File: src/ndr_pkg.sv
package ndr_pkg;
  // ***************************************
  // Settings, limits and characters
  // ***************************************
  localparam logic [15:0] SA_RST = 16'h0000;
  localparam logic [15:0] SA_OFF = 16'hFFFF;
  localparam logic [15:0] GRP_ALL = 16'hFFFF;
  localparam logic [63:0] LONG_BCAST = 64'h0000_0000_0000_FFFF;
  localparam logic [7:0] NT_RST = 8'h19;
  localparam logic [7:0] NT_MIN = 8'h01;
  localparam logic [7:0] NT_MAX = 8'hFC;
  localparam logic [7:0] CHR_CR = 8'h0D;
  localparam logic [7:0] CHR_SP = 8'h20;
  localparam logic [7:0] CHR_TOP = 8'h7E;
  localparam logic [7:0] CHR_NUL = 8'h00;
  localparam logic [7:0] CHR_0 = 8'h30;
  localparam logic [7:0] CHR_A10 = 8'h37;
  localparam logic [7:0] ST_OK = 8'h00;
  localparam logic [15:0] LFSR_SEED = 16'hACE1;
  localparam int LBL_MAX = 20;
  // ***************************************
  // Timing
  // ***************************************
  localparam int CLK_HZ = 40_000_000;
  localparam int MS_PER_S = 1000;
  localparam int MS_CYC = CLK_HZ / MS_PER_S;
  localparam int NT_UNIT_MS = 100;
  localparam int HOLD_TRIM_MS = 250;
  localparam int HOLD_MAX_MS = 2200;
  // ***************************************
  // Carriers
  // ***************************************
  typedef logic [LBL_MAX-1:0][7:0] ndr_lbl_t;
  typedef struct packed {
    logic valid;
    logic is_reply;
    logic long_dst;
    logic [63:0] dst;
    logic [63:0] src;
    logic [15:0] short_src;
    logic [15:0] group;
    logic [7:0] chan;
    logic [7:0] wait_t;
    logic [4:0] lbl_len;
    ndr_lbl_t lbl;
    logic [7:0] rssi;
  } ndr_pkt_t;
  typedef struct packed {
    logic valid;
    logic [7:0] data;
    logic frame_end;
    logic status;
  } ndr_host_t;
endpackage : ndr_pkg

File: src/ndr_top.sv
`timescale 1ns/1ps
// How it works
// - Short address all ones disables reception of short-addressed packets.
// - Packets to our 64-bit serial number are always accepted.
// - Short source address is 16 bits wide and resets to zero.
// - Discovery reaches same channel and group; optional label filters responders.
// - Request goes out globally; request and reply use 64-bit addressing.
// - Replies are collected only during the discovery wait time.
// - Text mode: each reply ends CR CR, completion adds one CR.
// - Binary mode: discovery ends with an empty frame holding OK status.
// - A responder waits a random delay of at most 2.2 s.
// - Text reply: address, serial high, serial low, strength, label, CRs.
// - Binary reply: 2, 4, 4, 1 bytes then null-terminated label.
// - Label takes printable characters only, never a leading space.
// - Label entry ends on CR or after twenty characters.
// - Self response option one adds our own entry to results.
// - Wait time takes 0x01 to 0xFC in 100 ms, default 0x19.
// - The request carries our wait time.
// - Responder hold-off bound is received wait time minus 250 ms.
// - Replies arriving after discovery ended are discarded.
// - Only matching group talks; all-ones group sends to every group.
module ndr_top #(
  parameter int MS_CYCLES = ndr_pkg::MS_CYC
) (
  input wire logic mclk,
  input wire logic arst_n,
  input wire logic mode_binary,
  input wire logic sa_wr,
  input wire logic [15:0] sa_wdata,
  input wire logic nt_wr,
  input wire logic [7:0] nt_wdata,
  input wire logic self_opt,
  input wire logic [15:0] group_id,
  input wire logic [7:0] chan,
  input wire logic [31:0] serial_high,
  input wire logic [31:0] serial_low,
  input wire logic lbl_wr,
  input wire logic [7:0] lbl_char,
  input wire logic discover_cmd,
  input wire logic [4:0] disc_filt_len,
  input wire ndr_pkg::ndr_lbl_t disc_filt,
  input wire ndr_pkg::ndr_pkt_t rx,
  input wire logic host_ready,
  output ndr_pkg::ndr_pkt_t tx,
  output ndr_pkg::ndr_host_t host_out,
  output logic [15:0] short_source_address,
  output logic [7:0] discover_wait_time,
  output logic nt_reject,
  output logic lbl_reject,
  output logic discovering
);
  import ndr_pkg::*;

  typedef enum {R_IDLE, R_HOLD} ndr_rst_t;
  typedef enum {S_IDLE, S_NUM, S_NCR, S_LBL, S_XCR, S_END} ndr_sst_t;

  function automatic logic [7:0] hex_chr(input logic [3:0] n);
    hex_chr = (n < 4'hA) ? CHR_0 + {4'h0, n} : CHR_A10 + {4'h0, n};
  endfunction : hex_chr

  function automatic logic [3:0] fld_units(input logic [1:0] f, input logic bin);
    case (f)
      2'd0: fld_units = bin ? 4'd2 : 4'd4;
      2'd1, 2'd2: fld_units = bin ? 4'd4 : 4'd8;
      default: fld_units = bin ? 4'd1 : 4'd2;
    endcase
  endfunction : fld_units

  // ***************************************
  // Settings
  // ***************************************
  logic [15:0] sa_r, sa_nxt;
  logic [7:0] nt_r, nt_nxt;
  logic nt_rej_r, nt_rej_nxt;
  ndr_lbl_t lbl_r, lbl_nxt, ed_r, ed_nxt;
  logic [4:0] llen_r, llen_nxt, elen_r, elen_nxt;
  logic ebad_r, ebad_nxt, lrej_r, lrej_nxt;

  always_comb begin
    logic fin;
    fin = 1'b0;
    sa_nxt = sa_r;
    nt_nxt = nt_r;
    nt_rej_nxt = nt_rej_r;
    lbl_nxt = lbl_r;
    llen_nxt = llen_r;
    ed_nxt = ed_r;
    elen_nxt = elen_r;
    ebad_nxt = ebad_r;
    lrej_nxt = lrej_r;
    if (sa_wr) begin
      sa_nxt = sa_wdata;
    end
    if (nt_wr) begin
      nt_rej_nxt = (nt_wdata < NT_MIN) || (nt_wdata > NT_MAX);
      if (!nt_rej_nxt) begin
        nt_nxt = nt_wdata;
      end
    end
    if (lbl_wr) begin
      if (lbl_char == CHR_CR) begin
        fin = 1'b1;
      end else begin
        if (lbl_char < CHR_SP || lbl_char > CHR_TOP || (elen_r == 5'd0 && lbl_char == CHR_SP)) begin
          ebad_nxt = 1'b1;
        end
        ed_nxt[elen_r] = lbl_char;
        elen_nxt = elen_r + 5'd1;
        fin = (elen_nxt == 5'(LBL_MAX));
      end
      if (fin) begin
        // Whole string is refused, old label survives
        lrej_nxt = ebad_nxt;
        if (!ebad_nxt) begin
          lbl_nxt = ed_nxt;
          llen_nxt = elen_nxt;
        end
        ed_nxt = '0;
        elen_nxt = 5'd0;
        ebad_nxt = 1'b0;
      end
    end
  end

  always_ff @(posedge mclk or negedge arst_n) begin
    if (!arst_n) begin
      sa_r <= SA_RST;
      nt_r <= NT_RST;
      nt_rej_r <= 1'b0;
      lbl_r <= '0;
      llen_r <= 5'd0;
      ed_r <= '0;
      elen_r <= 5'd0;
      ebad_r <= 1'b0;
      lrej_r <= 1'b0;
    end else begin
      sa_r <= sa_nxt;
      nt_r <= nt_nxt;
      nt_rej_r <= nt_rej_nxt;
      lbl_r <= lbl_nxt;
      llen_r <= llen_nxt;
      ed_r <= ed_nxt;
      elen_r <= elen_nxt;
      ebad_r <= ebad_nxt;
      lrej_r <= lrej_nxt;
    end
  end

  // ***************************************
  // Packet filter and responder
  // ***************************************
  logic net_ok, addr_ok, lbl_ok, req_go, disc_go;
  ndr_rst_t rs_r, rs_nxt;
  logic [15:0] lfsr_r, lfsr_nxt;
  logic [11:0] hold_r, hold_nxt;
  logic [15:0] rms_r, rms_nxt;
  logic [63:0] rsrc_r, rsrc_nxt;

  always_comb begin
    int bnd;
    logic [28:0] prod;
    bnd = 0;
    prod = '0;
    // group match, all-ones is a send-to-all
    net_ok = rx.valid && rx.chan == chan && (rx.group == group_id || rx.group == GRP_ALL);
    if (rx.long_dst) begin
      addr_ok = rx.dst == {serial_high, serial_low} || rx.dst == LONG_BCAST;
    end else begin
      addr_ok = sa_r != SA_OFF && rx.dst[15:0] == sa_r;
    end
    lbl_ok = rx.lbl_len == 5'd0 || rx.lbl_len == llen_r;
    for (int i = 0; i < LBL_MAX; i++) begin
      if (rx.lbl_len != 5'd0 && 5'(i) < rx.lbl_len && rx.lbl[i] != lbl_r[i]) begin
        lbl_ok = 1'b0;
      end
    end
    req_go = net_ok && addr_ok && !rx.is_reply && lbl_ok;
    lfsr_nxt = {lfsr_r[14:0], lfsr_r[15] ^ lfsr_r[13] ^ lfsr_r[12] ^ lfsr_r[10]};
    rs_nxt = rs_r;
    hold_nxt = hold_r;
    rms_nxt = rms_r;
    rsrc_nxt = rsrc_r;
    case (rs_r)
      R_IDLE: begin
        if (req_go) begin
          bnd = int'(rx.wait_t) * NT_UNIT_MS - HOLD_TRIM_MS;
          if (bnd < 0) begin
            bnd = 0;
          end
          if (bnd > HOLD_MAX_MS) begin
            bnd = HOLD_MAX_MS;
          end
          prod = {13'h0, lfsr_r ^ serial_low[15:0]} * {16'h0, 13'(bnd + 1)};
          hold_nxt = prod[27:16];
          rms_nxt = 16'd0;
          rsrc_nxt = rx.src;
          rs_nxt = R_HOLD;
        end
      end
      R_HOLD: begin
        // Requests seen while holding are ignored, one reply at a time
        if (hold_r == 12'd0) begin
          if (!disc_go) begin
            rs_nxt = R_IDLE;
          end
        end else if (rms_r == 16'(MS_CYCLES - 1)) begin
          rms_nxt = 16'd0;
          hold_nxt = hold_r - 12'd1;
        end else begin
          rms_nxt = rms_r + 16'd1;
        end
      end
      default: rs_nxt = R_IDLE;
    endcase
  end

  always_ff @(posedge mclk or negedge arst_n) begin
    if (!arst_n) begin
      rs_r <= R_IDLE;
      lfsr_r <= LFSR_SEED;
      hold_r <= 12'd0;
      rms_r <= 16'd0;
      rsrc_r <= '0;
    end else begin
      rs_r <= rs_nxt;
      lfsr_r <= lfsr_nxt;
      hold_r <= hold_nxt;
      rms_r <= rms_nxt;
      rsrc_r <= rsrc_nxt;
    end
  end

  // ***************************************
  // Requester and host serializer
  // ***************************************
  ndr_pkt_t tx_r, tx_nxt;
  ndr_host_t ho_r, ho_nxt;
  ndr_sst_t ss_r, ss_nxt;
  logic don_r, don_nxt, endp_r, endp_nxt;
  logic [15:0] dms_r, dms_nxt;
  logic [14:0] rem_r, rem_nxt;
  logic [87:0] num_r, num_nxt;
  logic [1:0] fld_r, fld_nxt;
  logic [3:0] unit_r, unit_nxt;
  ndr_lbl_t elbl_r, elbl_nxt;
  logic [4:0] elen2_r, elen2_nxt, lidx_r, lidx_nxt;

  assign disc_go = discover_cmd && !don_r && !endp_r && ss_r == S_IDLE;

  always_comb begin
    logic adv, take;
    adv = !ho_r.valid || host_ready;
    take = 1'b0;
    tx_nxt = '0;
    ho_nxt = ho_r;
    if (host_ready) begin
      ho_nxt.valid = 1'b0;
    end
    ss_nxt = ss_r;
    don_nxt = don_r;
    endp_nxt = endp_r;
    dms_nxt = dms_r;
    rem_nxt = rem_r;
    num_nxt = num_r;
    fld_nxt = fld_r;
    unit_nxt = unit_r;
    elbl_nxt = elbl_r;
    elen2_nxt = elen2_r;
    lidx_nxt = lidx_r;
    if (disc_go) begin
      tx_nxt.valid = 1'b1;
      tx_nxt.long_dst = 1'b1;
      tx_nxt.dst = LONG_BCAST;
      tx_nxt.wait_t = nt_r;
      tx_nxt.lbl_len = disc_filt_len;
      tx_nxt.lbl = disc_filt;
      don_nxt = 1'b1;
      dms_nxt = 16'd0;
      rem_nxt = 15'(nt_r * NT_UNIT_MS);
      if (self_opt) begin
        take = 1'b1;
        num_nxt = {sa_r, serial_high, serial_low, 8'h00};
        elbl_nxt = lbl_r;
        elen2_nxt = llen_r;
      end
    end else if (rs_r == R_HOLD && hold_r == 12'd0) begin
      tx_nxt.valid = 1'b1;
      tx_nxt.is_reply = 1'b1;
      tx_nxt.long_dst = 1'b1;
      tx_nxt.dst = rsrc_r;
      tx_nxt.lbl_len = llen_r;
      tx_nxt.lbl = lbl_r;
    end
    if (tx_nxt.valid) begin
      tx_nxt.src = {serial_high, serial_low};
      tx_nxt.short_src = sa_r;
      tx_nxt.group = group_id;
      tx_nxt.chan = chan;
    end
    if (don_r) begin
      if (dms_r == 16'(MS_CYCLES - 1)) begin
        dms_nxt = 16'd0;
        rem_nxt = rem_r - 15'd1;
        if (rem_r == 15'd1) begin
          don_nxt = 1'b0;
          endp_nxt = 1'b1;
        end
      end else begin
        dms_nxt = dms_r + 16'd1;
      end
      // only while window is open; no room while busy
      if (net_ok && rx.is_reply && rx.long_dst && rx.dst == {serial_high, serial_low} && ss_r == S_IDLE) begin
        take = 1'b1;
        num_nxt = {rx.short_src, rx.src, rx.rssi};
        elbl_nxt = rx.lbl;
        elen2_nxt = rx.lbl_len;
      end
    end
    if (take) begin
      ss_nxt = S_NUM;
      fld_nxt = 2'd0;
      unit_nxt = fld_units(2'd0, mode_binary);
      lidx_nxt = 5'd0;
    end else if (adv) begin
      ho_nxt = '0;
      ho_nxt.valid = ss_r != S_IDLE;
      case (ss_r)
        S_IDLE: begin
          if (endp_r) begin
            ss_nxt = S_END;
          end
        end
        S_NUM: begin
          ho_nxt.data = mode_binary ? num_r[87:80] : hex_chr(num_r[87:84]);
          num_nxt = mode_binary ? {num_r[79:0], 8'h00} : {num_r[83:0], 4'h0};
          unit_nxt = unit_r - 4'd1;
          if (unit_r == 4'd1) begin
            if (!mode_binary) begin
              ss_nxt = S_NCR;
            end else if (fld_r == 2'd3) begin
              ss_nxt = S_LBL;
            end else begin
              fld_nxt = fld_r + 2'd1;
              unit_nxt = fld_units(fld_nxt, mode_binary);
            end
          end
        end
        S_NCR: begin
          ho_nxt.data = CHR_CR;
          ss_nxt = fld_r == 2'd3 ? S_LBL : S_NUM;
          fld_nxt = fld_r + 2'd1;
          unit_nxt = fld_units(fld_nxt, mode_binary);
        end
        S_LBL: begin
          if (lidx_r == elen2_r) begin
            ho_nxt.data = mode_binary ? CHR_NUL : CHR_CR;
            ho_nxt.frame_end = mode_binary;
            ss_nxt = mode_binary ? S_IDLE : S_XCR;
          end else begin
            ho_nxt.data = elbl_r[lidx_r];
            lidx_nxt = lidx_r + 5'd1;
          end
        end
        S_XCR: begin
          ho_nxt.data = CHR_CR;
          ss_nxt = S_IDLE;
        end
        S_END: begin
          ho_nxt.data = mode_binary ? ST_OK : CHR_CR;
          ho_nxt.frame_end = mode_binary;
          ho_nxt.status = mode_binary;
          endp_nxt = 1'b0;
          ss_nxt = S_IDLE;
        end
        default: ss_nxt = S_IDLE;
      endcase
    end
  end

  always_ff @(posedge mclk or negedge arst_n) begin
    if (!arst_n) begin
      tx_r <= '0;
      ho_r <= '0;
      ss_r <= S_IDLE;
      don_r <= 1'b0;
      endp_r <= 1'b0;
      dms_r <= 16'd0;
      rem_r <= 15'd0;
      num_r <= '0;
      fld_r <= 2'd0;
      unit_r <= 4'd0;
      elbl_r <= '0;
      elen2_r <= 5'd0;
      lidx_r <= 5'd0;
    end else begin
      tx_r <= tx_nxt;
      ho_r <= ho_nxt;
      ss_r <= ss_nxt;
      don_r <= don_nxt;
      endp_r <= endp_nxt;
      dms_r <= dms_nxt;
      rem_r <= rem_nxt;
      num_r <= num_nxt;
      fld_r <= fld_nxt;
      unit_r <= unit_nxt;
      elbl_r <= elbl_nxt;
      elen2_r <= elen2_nxt;
      lidx_r <= lidx_nxt;
    end
  end

  assign tx = tx_r;
  assign host_out = ho_r;
  assign short_source_address = sa_r;
  assign discover_wait_time = nt_r;
  assign nt_reject = nt_rej_r;
  assign lbl_reject = lrej_r;
  assign discovering = don_r;
endmodule : ndr_top

File: config.mk
export PLATFORM = sky130hd
export DESIGN_NAME = ndr_top
export DESIGN_NICKNAME = d
export VERILOG_FILES = /design/src/ndr_pkg.sv /design/src/ndr_top.sv
export SDC_FILE = /design/constraint.sdc
export NUM_CORES = 2
export LEC_CHECK = 0
export BUFFER_PORTS_ARGS = -buffer_cell sky130_fd_sc_hd__buf_2
export CAP_MARGIN = 15
export CORE_AREA = 2 2 403 405
export DETAILED_ROUTE_END_ITERATION = 10
export DIE_AREA = 0 0 405 407
export PLACE_DENSITY = 0.58
export SLEW_MARGIN = 25
export SYNTH_ARGS = -nofsm -noshare
export SYNTH_HDL_FRONTEND = slang
export SYNTH_SLANG_ARGS = --single-unit
File: constraint.sdc
create_clock -name mclk -period 7.02 [get_ports mclk]
set_input_delay 1.404 -clock mclk [delete_from_list [all_inputs] [get_ports mclk]]
set_output_delay 1.404 -clock mclk [all_outputs]
set_load 0.01 [all_outputs]
Yosys cells after proc, flatten, opt, wreduce, memory -nomap -nowiden
Cells that the tools add are included.

operators by class
  add/sub/neg operators = 12
  reduce and logical (&&, ||, !) cells = 95
  multiplexer cells = 140
  multipliers = 3
  bitwise logic cells = 7
  magnitude comparators = 30
  eq/ne operators = 58

operators by type and width
  cell                  number
  $mux 160              6
  $mux 88               8
  $mux 32               13
  $mux 165              2
  $bwmux 160            1
  $ne 8x8->1            20
  $pmux 32 s4           1
  $mux 104              1
  $eq 32x2->1 const B   3
  $logic_not 32->1      3
  $mux 16               6
  $mux 67               1
  $mux 65               1
  $eq 32x1->1 const B   2
  $eq 32x3->1 const B   2
  $eq 64x16->1 const B  1
  $eq 64x64->1          1
  $pmux 32 s2           1
  $logic_and 1x1->1     56
  $mux 5                10
  $eq 16x16->1 const B  3
  $mux 1                46
  $mux 15               3
  $bmux 8 s5            1
  other kinds (72)      153

word-level totals
  flip-flop bits (word level) = 1,181
  logic and storage cells = 461

Logic depth before layout (Yosys ltp)
  word-level depth = 34
  mapped depth = 38

Worst setup path after synthesis
OpenSTA, ideal clock, no wires.

  path type = input -> register
  start = input port rx[175] (netlist name)
  end = register hold_r[9]
  stages on the path = 32
  arrival time = 10.005 ns
  data required time = 6.926 ns
  slack = -3.079 ns
  cell sequence = ha_1 -> ha_1 -> fa_1 -> ha_1 -> and3_1 -> or3_1 -> a22o_1 -> a21oi_1 -> nor4bb_1 -> o211ai_1 -> o21ai_1 -> clkbuf_1 -> nor2_1 -> fa_1 -> inv_1 -> fa_1 -> inv_1 -> fa_1 -> inv_1 -> fa_1 -> fa_1 -> inv_1 -> ha_1 -> a21o_1 -> a21o_1 -> o21a_1 -> o21ai_0 -> o22ai_1 -> a211oi_1 -> o21ai_0 -> a31o_2 -> a211oi_1

on the way
  word-level cells in the longest chain between the ends = 14

RTL lines
  what                  RTL line        source
  from (decl)           ndr_top.sv:42   input wire ndr_pkg::ndr_pkt_t rx,
  $mul 8x5->13 *        ndr_top.sv:186  bnd = int'(rx.wait_t) * NT_UNIT_MS - HOLD_TRIM_MS;
  $sub 15x8->16 *       ndr_top.sv:186
  $lt 16x1->1           ndr_top.sv:187  if (bnd < 0) begin
  $mux 32 *             ndr_top.sv:187
  $mux 32 *             ndr_top.sv:185  if (req_go) begin
  $mux 32 *             ndr_top.sv:183  case (rs_r)
  $gt 32x13->1          ndr_top.sv:190  if (bnd > HOLD_MAX_MS) begin
  $mux 13 *             ndr_top.sv:190
  $mux 13 *             ndr_top.sv:185
  $mux 13 *             ndr_top.sv:183
  $add 13x2->13 *       ndr_top.sv:193  prod = {13'h0, lfsr_r ^ serial_low[15:0]} * {16'h0, 13'(bnd + 1)};
  $mul 16x13->28 *      ndr_top.sv:193
  $mux 12 *             ndr_top.sv:185
  $pmux 12 s2 *         ndr_top.sv:183
  to (signal assigned)  ndr_top.sv:227  hold_r <= hold_nxt;
  to (decl)             ndr_top.sv:155  logic [11:0] hold_r, hold_nxt;

Mark *: on every way between the ends. The rest lies on a longest branch, timed or not. The select of a mux whose other input is x is not followed.
A chain may end at the register's enable or synchronous reset.

Worst setup path in the final report
Same ends and word-level chain as after synthesis.

==> results.json <==
{
  "timing.final.crit_share_pct": 126,
  "maxSlewViolCount": 0,
  "syn2layout_area_growth_pct": 22.9,
  "layout.nets": 8024,
  "grt_max_degree": 190,
  "yosysWarnings": 0,
  "drt-initial-drc-count": 3871,
  "dpl.hpwl_um": 192000,
  "synth_cells": 6009,
  "wl_um": 252000,
  "rows": 147,
  "coreArea_um2": 160000,
  "total_power_mw": 28.9,
  "clock-sinks": 1121,
  "die_h_um": 407,
  "async_reset_ff_share_pct": 100,
  "gp_congestion": 0.920,
  "cts_tree": "built",
  "portBuffers": 1027,
  "place_ws_ns": -3.00,
  "route.met3.wl_um": 16300,
  "cts_buffers": 132,
  "met1_length_um": 102000,
  "ir_worst_vdd_mv": 0.915,
  "status": "complete, but fails checks",
  "clk_pin_slew_ns": 0.06,
  "power_density_nw_per_um2": 391,
  "wl_met2_um": 122000,
  "yosysMostFrequentCell": "dfrtp_1",
  "final_area_um2": 74100,
  "dpl_cell_area_um2": 69100,
  "ys_types": 86,
  "clock.fmax_mhz": 113,
  "maxCapViolations": 0,
  "required_ns": 7.65,
  "hold_viol": 0,
  "yosysTopAreaCell": "dfrtp_1",
  "critPathMaxStageDelay_ns": 0.52,
  "vias": 50400,
  "crit_top_cell": "fa_1",
  "skew_ns": 0.0737,
  "cpMaxStageDelayCell": "fa_1",
  "min_period_ns": 8.86,
  "globalRouteOverflowTotal": 0,
  "relSlewSlack_pct": 28.2,
  "clock_latency_ns": 0.78,
  "initial_core_util_pct": 37.6,
  "ios": 1036,
  "netlist_area_um2": 60300,
  "clk_path_buf_depth": 3,
  "synth_edf_count": 0,
  "post-route-util_pct": 46.2,
  "wl_per_cell_um": 26.9,
  "ant_nets": 0,
  "synthTopCellsByArea": "dfrtp_1 (46%), mux2i_1 (6.9%), fa_1 (5.2%)",
  "synth_common_cells": "dfrtp_1 (1110), nand2_1 (814), o21ai_0 (464)",
  "critPathKind": "in -> reg",
  "drc": 0,
  "rsz0062_at_grt": "true",
  "die_w_um": 405,
  "drtPass1Iterations": 5,
  "ys.flop_type": "dfrtp_1",
  "layout-drive-gt1-share_pct": 25.0,
  "via_per_inst": 5.37,
  "start_kind": "input pin",
  "holdBufCountCts": 0,
  "die-area_um2": 165000,
  "synth-seq-cells": 1121,
  "grt_usage_pct": 30.2,
  "worst_pin_slew_ns": 1.08,
  "grt_first_pass_wirelength_um": 360000,
  "violations": "negative setup slack",
  "crit_path_end_kind": "flip-flop",
  "netlist.area_leader.share_pct": 46.1,
  "htreeDepth": 4,
  "synth-seq-area-share_pct": 46.6,
  "leakagePower_nw": 38.4,
  "grt_pass1_vias": 50600,
  "setup_violations": 12,
  "setup_slack_ns": -1.84,
  "dr.max_layer_used": "met5",
  "hp-class": "reg -> reg",
  "ctsRootBufferMaster": "clkbuf_16",
  "antenna_found_initial": 77,
  "arrival_ns": 9.48,
  "avgSynthCellArea_um2": 10.0,
  "cp_max_fo": 6
}
-- flip-flops by register name (all words and copies together), names as in the netlist, 2 cells and up --
signal	cells
elen2_r	5
rsrc_r	64
dms_r	16
hold_r	12
unit_r	4
discover_wait_time	8
fld_r	2
host_out	11
lbl_r	160
elbl_r	160
tx	344
ed_r	160
num_r	88
rms_r	16
lfsr_r	16
ss_r	3
elen_r	5
rem_r	15
llen_r	5
lidx_r	5
short_source_address	16
-- area by class of cell --
| type | instances | area [um2] |
|---|---|---|
| tap | 2160 | 2700 |
| clock inverter | 48 | 541 |
| inverter | 267 | 1000 |
| clock buffer | 182 | 3730 |
| antenna | 36 | 90.1 |
| sequential | 1121 | 28100 |
| multi-input combinational | 4255 | 30400 |
| fill | 15500 | 86100 |
| timing repair buffer | 1305 | 7520 |
-- report_power, final --
part | switching [mW] | internal [mW] | leakage (nW)
clock network | 2.96 | 3.93 | 2.11
registers | 0.640 | 7.00 | 15.4
logic | 7.67 | 6.73 | 20.9
-- final timing paths --
path                                      from                                  end  slack, ns  cells after the start
min in group asynchronous               arst_n  short_source_address[5]$_DFFE_PN0P_       0.62                      1
max in group asynchronous               arst_n                    tx[328]$_DFF_PN0_       4.77                      3
min                        lfsr_r[5]$_DFF_PN1_                  lfsr_r[6]$_DFF_PN1_       0.37                      0
max reg2reg                lfsr_r[7]$_DFF_PN1_                hold_r[9]$_DFFE_PN0P_       1.07                     22
min reg2reg                lfsr_r[5]$_DFF_PN1_                  lfsr_r[6]$_DFF_PN1_       0.37                      0
max                                    rx[175]                hold_r[9]$_DFFE_PN0P_      -1.84                     35
-- stage by stage --
step / setup TNS, ns / hold WS, ns / instances
after floorplan: -26.73 / 0.361 / 6030
after global placement: -33.10 / 0.363 / 9088
after detailed placement: -33.91 / 0.364 / 9088
after CTS: -19.42 / 0.372 / 9330
after global routing: -23.73 / 0.377 / 9345
final: -20.45 / 0.373 / 9374
-- critical path: cells and delay by family --
family,cells,cell delay [ns]
adder cells (fa/ha/maj),10,3.94
AO/OA/AOI/OAI,14,2.54
AND/OR/NAND/NOR,3,0.75
buffers and inverters,8,0.82
-- layer usage --
metal | up-vias | track usage [%]
met5 | - | 0
met4 | 56 | 12.0
met3 | 463 | 6.47
met2 | 1774 | 50.8
met1 | 25300 | 37.7
li1 | 22800 | -
-- logic make-up (layout without fill, tap and decap cells) --
family	after synthesis	count (layout)	share of synthesized area [%]
DFF	1121	1121	46.6
xor gates and xnor gates	351	351	5.10
buffers and inverters	654	1802	4.19
muxes	546	546	10.2
other	2	59	0.0125
and+or+nand+nor	1937	1937	14.7
adders and majority gates	296	296	8.12
AOI/OAI and AO/OA	1102	1102	11.2
-- repair_timing --
action,4_1_cts,5_1_grt
pin swaps,64,66
setup endpoints to repair,12,12
cloned,1,0
gates resized for setup,75,18
buffers inserted,11,7
-- cells in the final DEF, fill, tap and decap left out, types with 64 or more instances in the layout --
cell type / instances
xnor2_1: 221
nand3_1: 260
dfrtp_1: 1108
fa_1: 152
a21oi_1: 238
xor2_1: 128
ha_1: 119
mux2i_1: 415
a22o_1: 156
o211ai_1: 86
nand4_1: 78
inv_1: 251
buf_4: 251
and2_1: 124
nor2_1: 381
buf_2: 1021
o21ai_0: 459
and3_1: 64
clkbuf_16: 132
nand2_1: 802
mux2_2: 87
(Power assumes the default switching activity.)
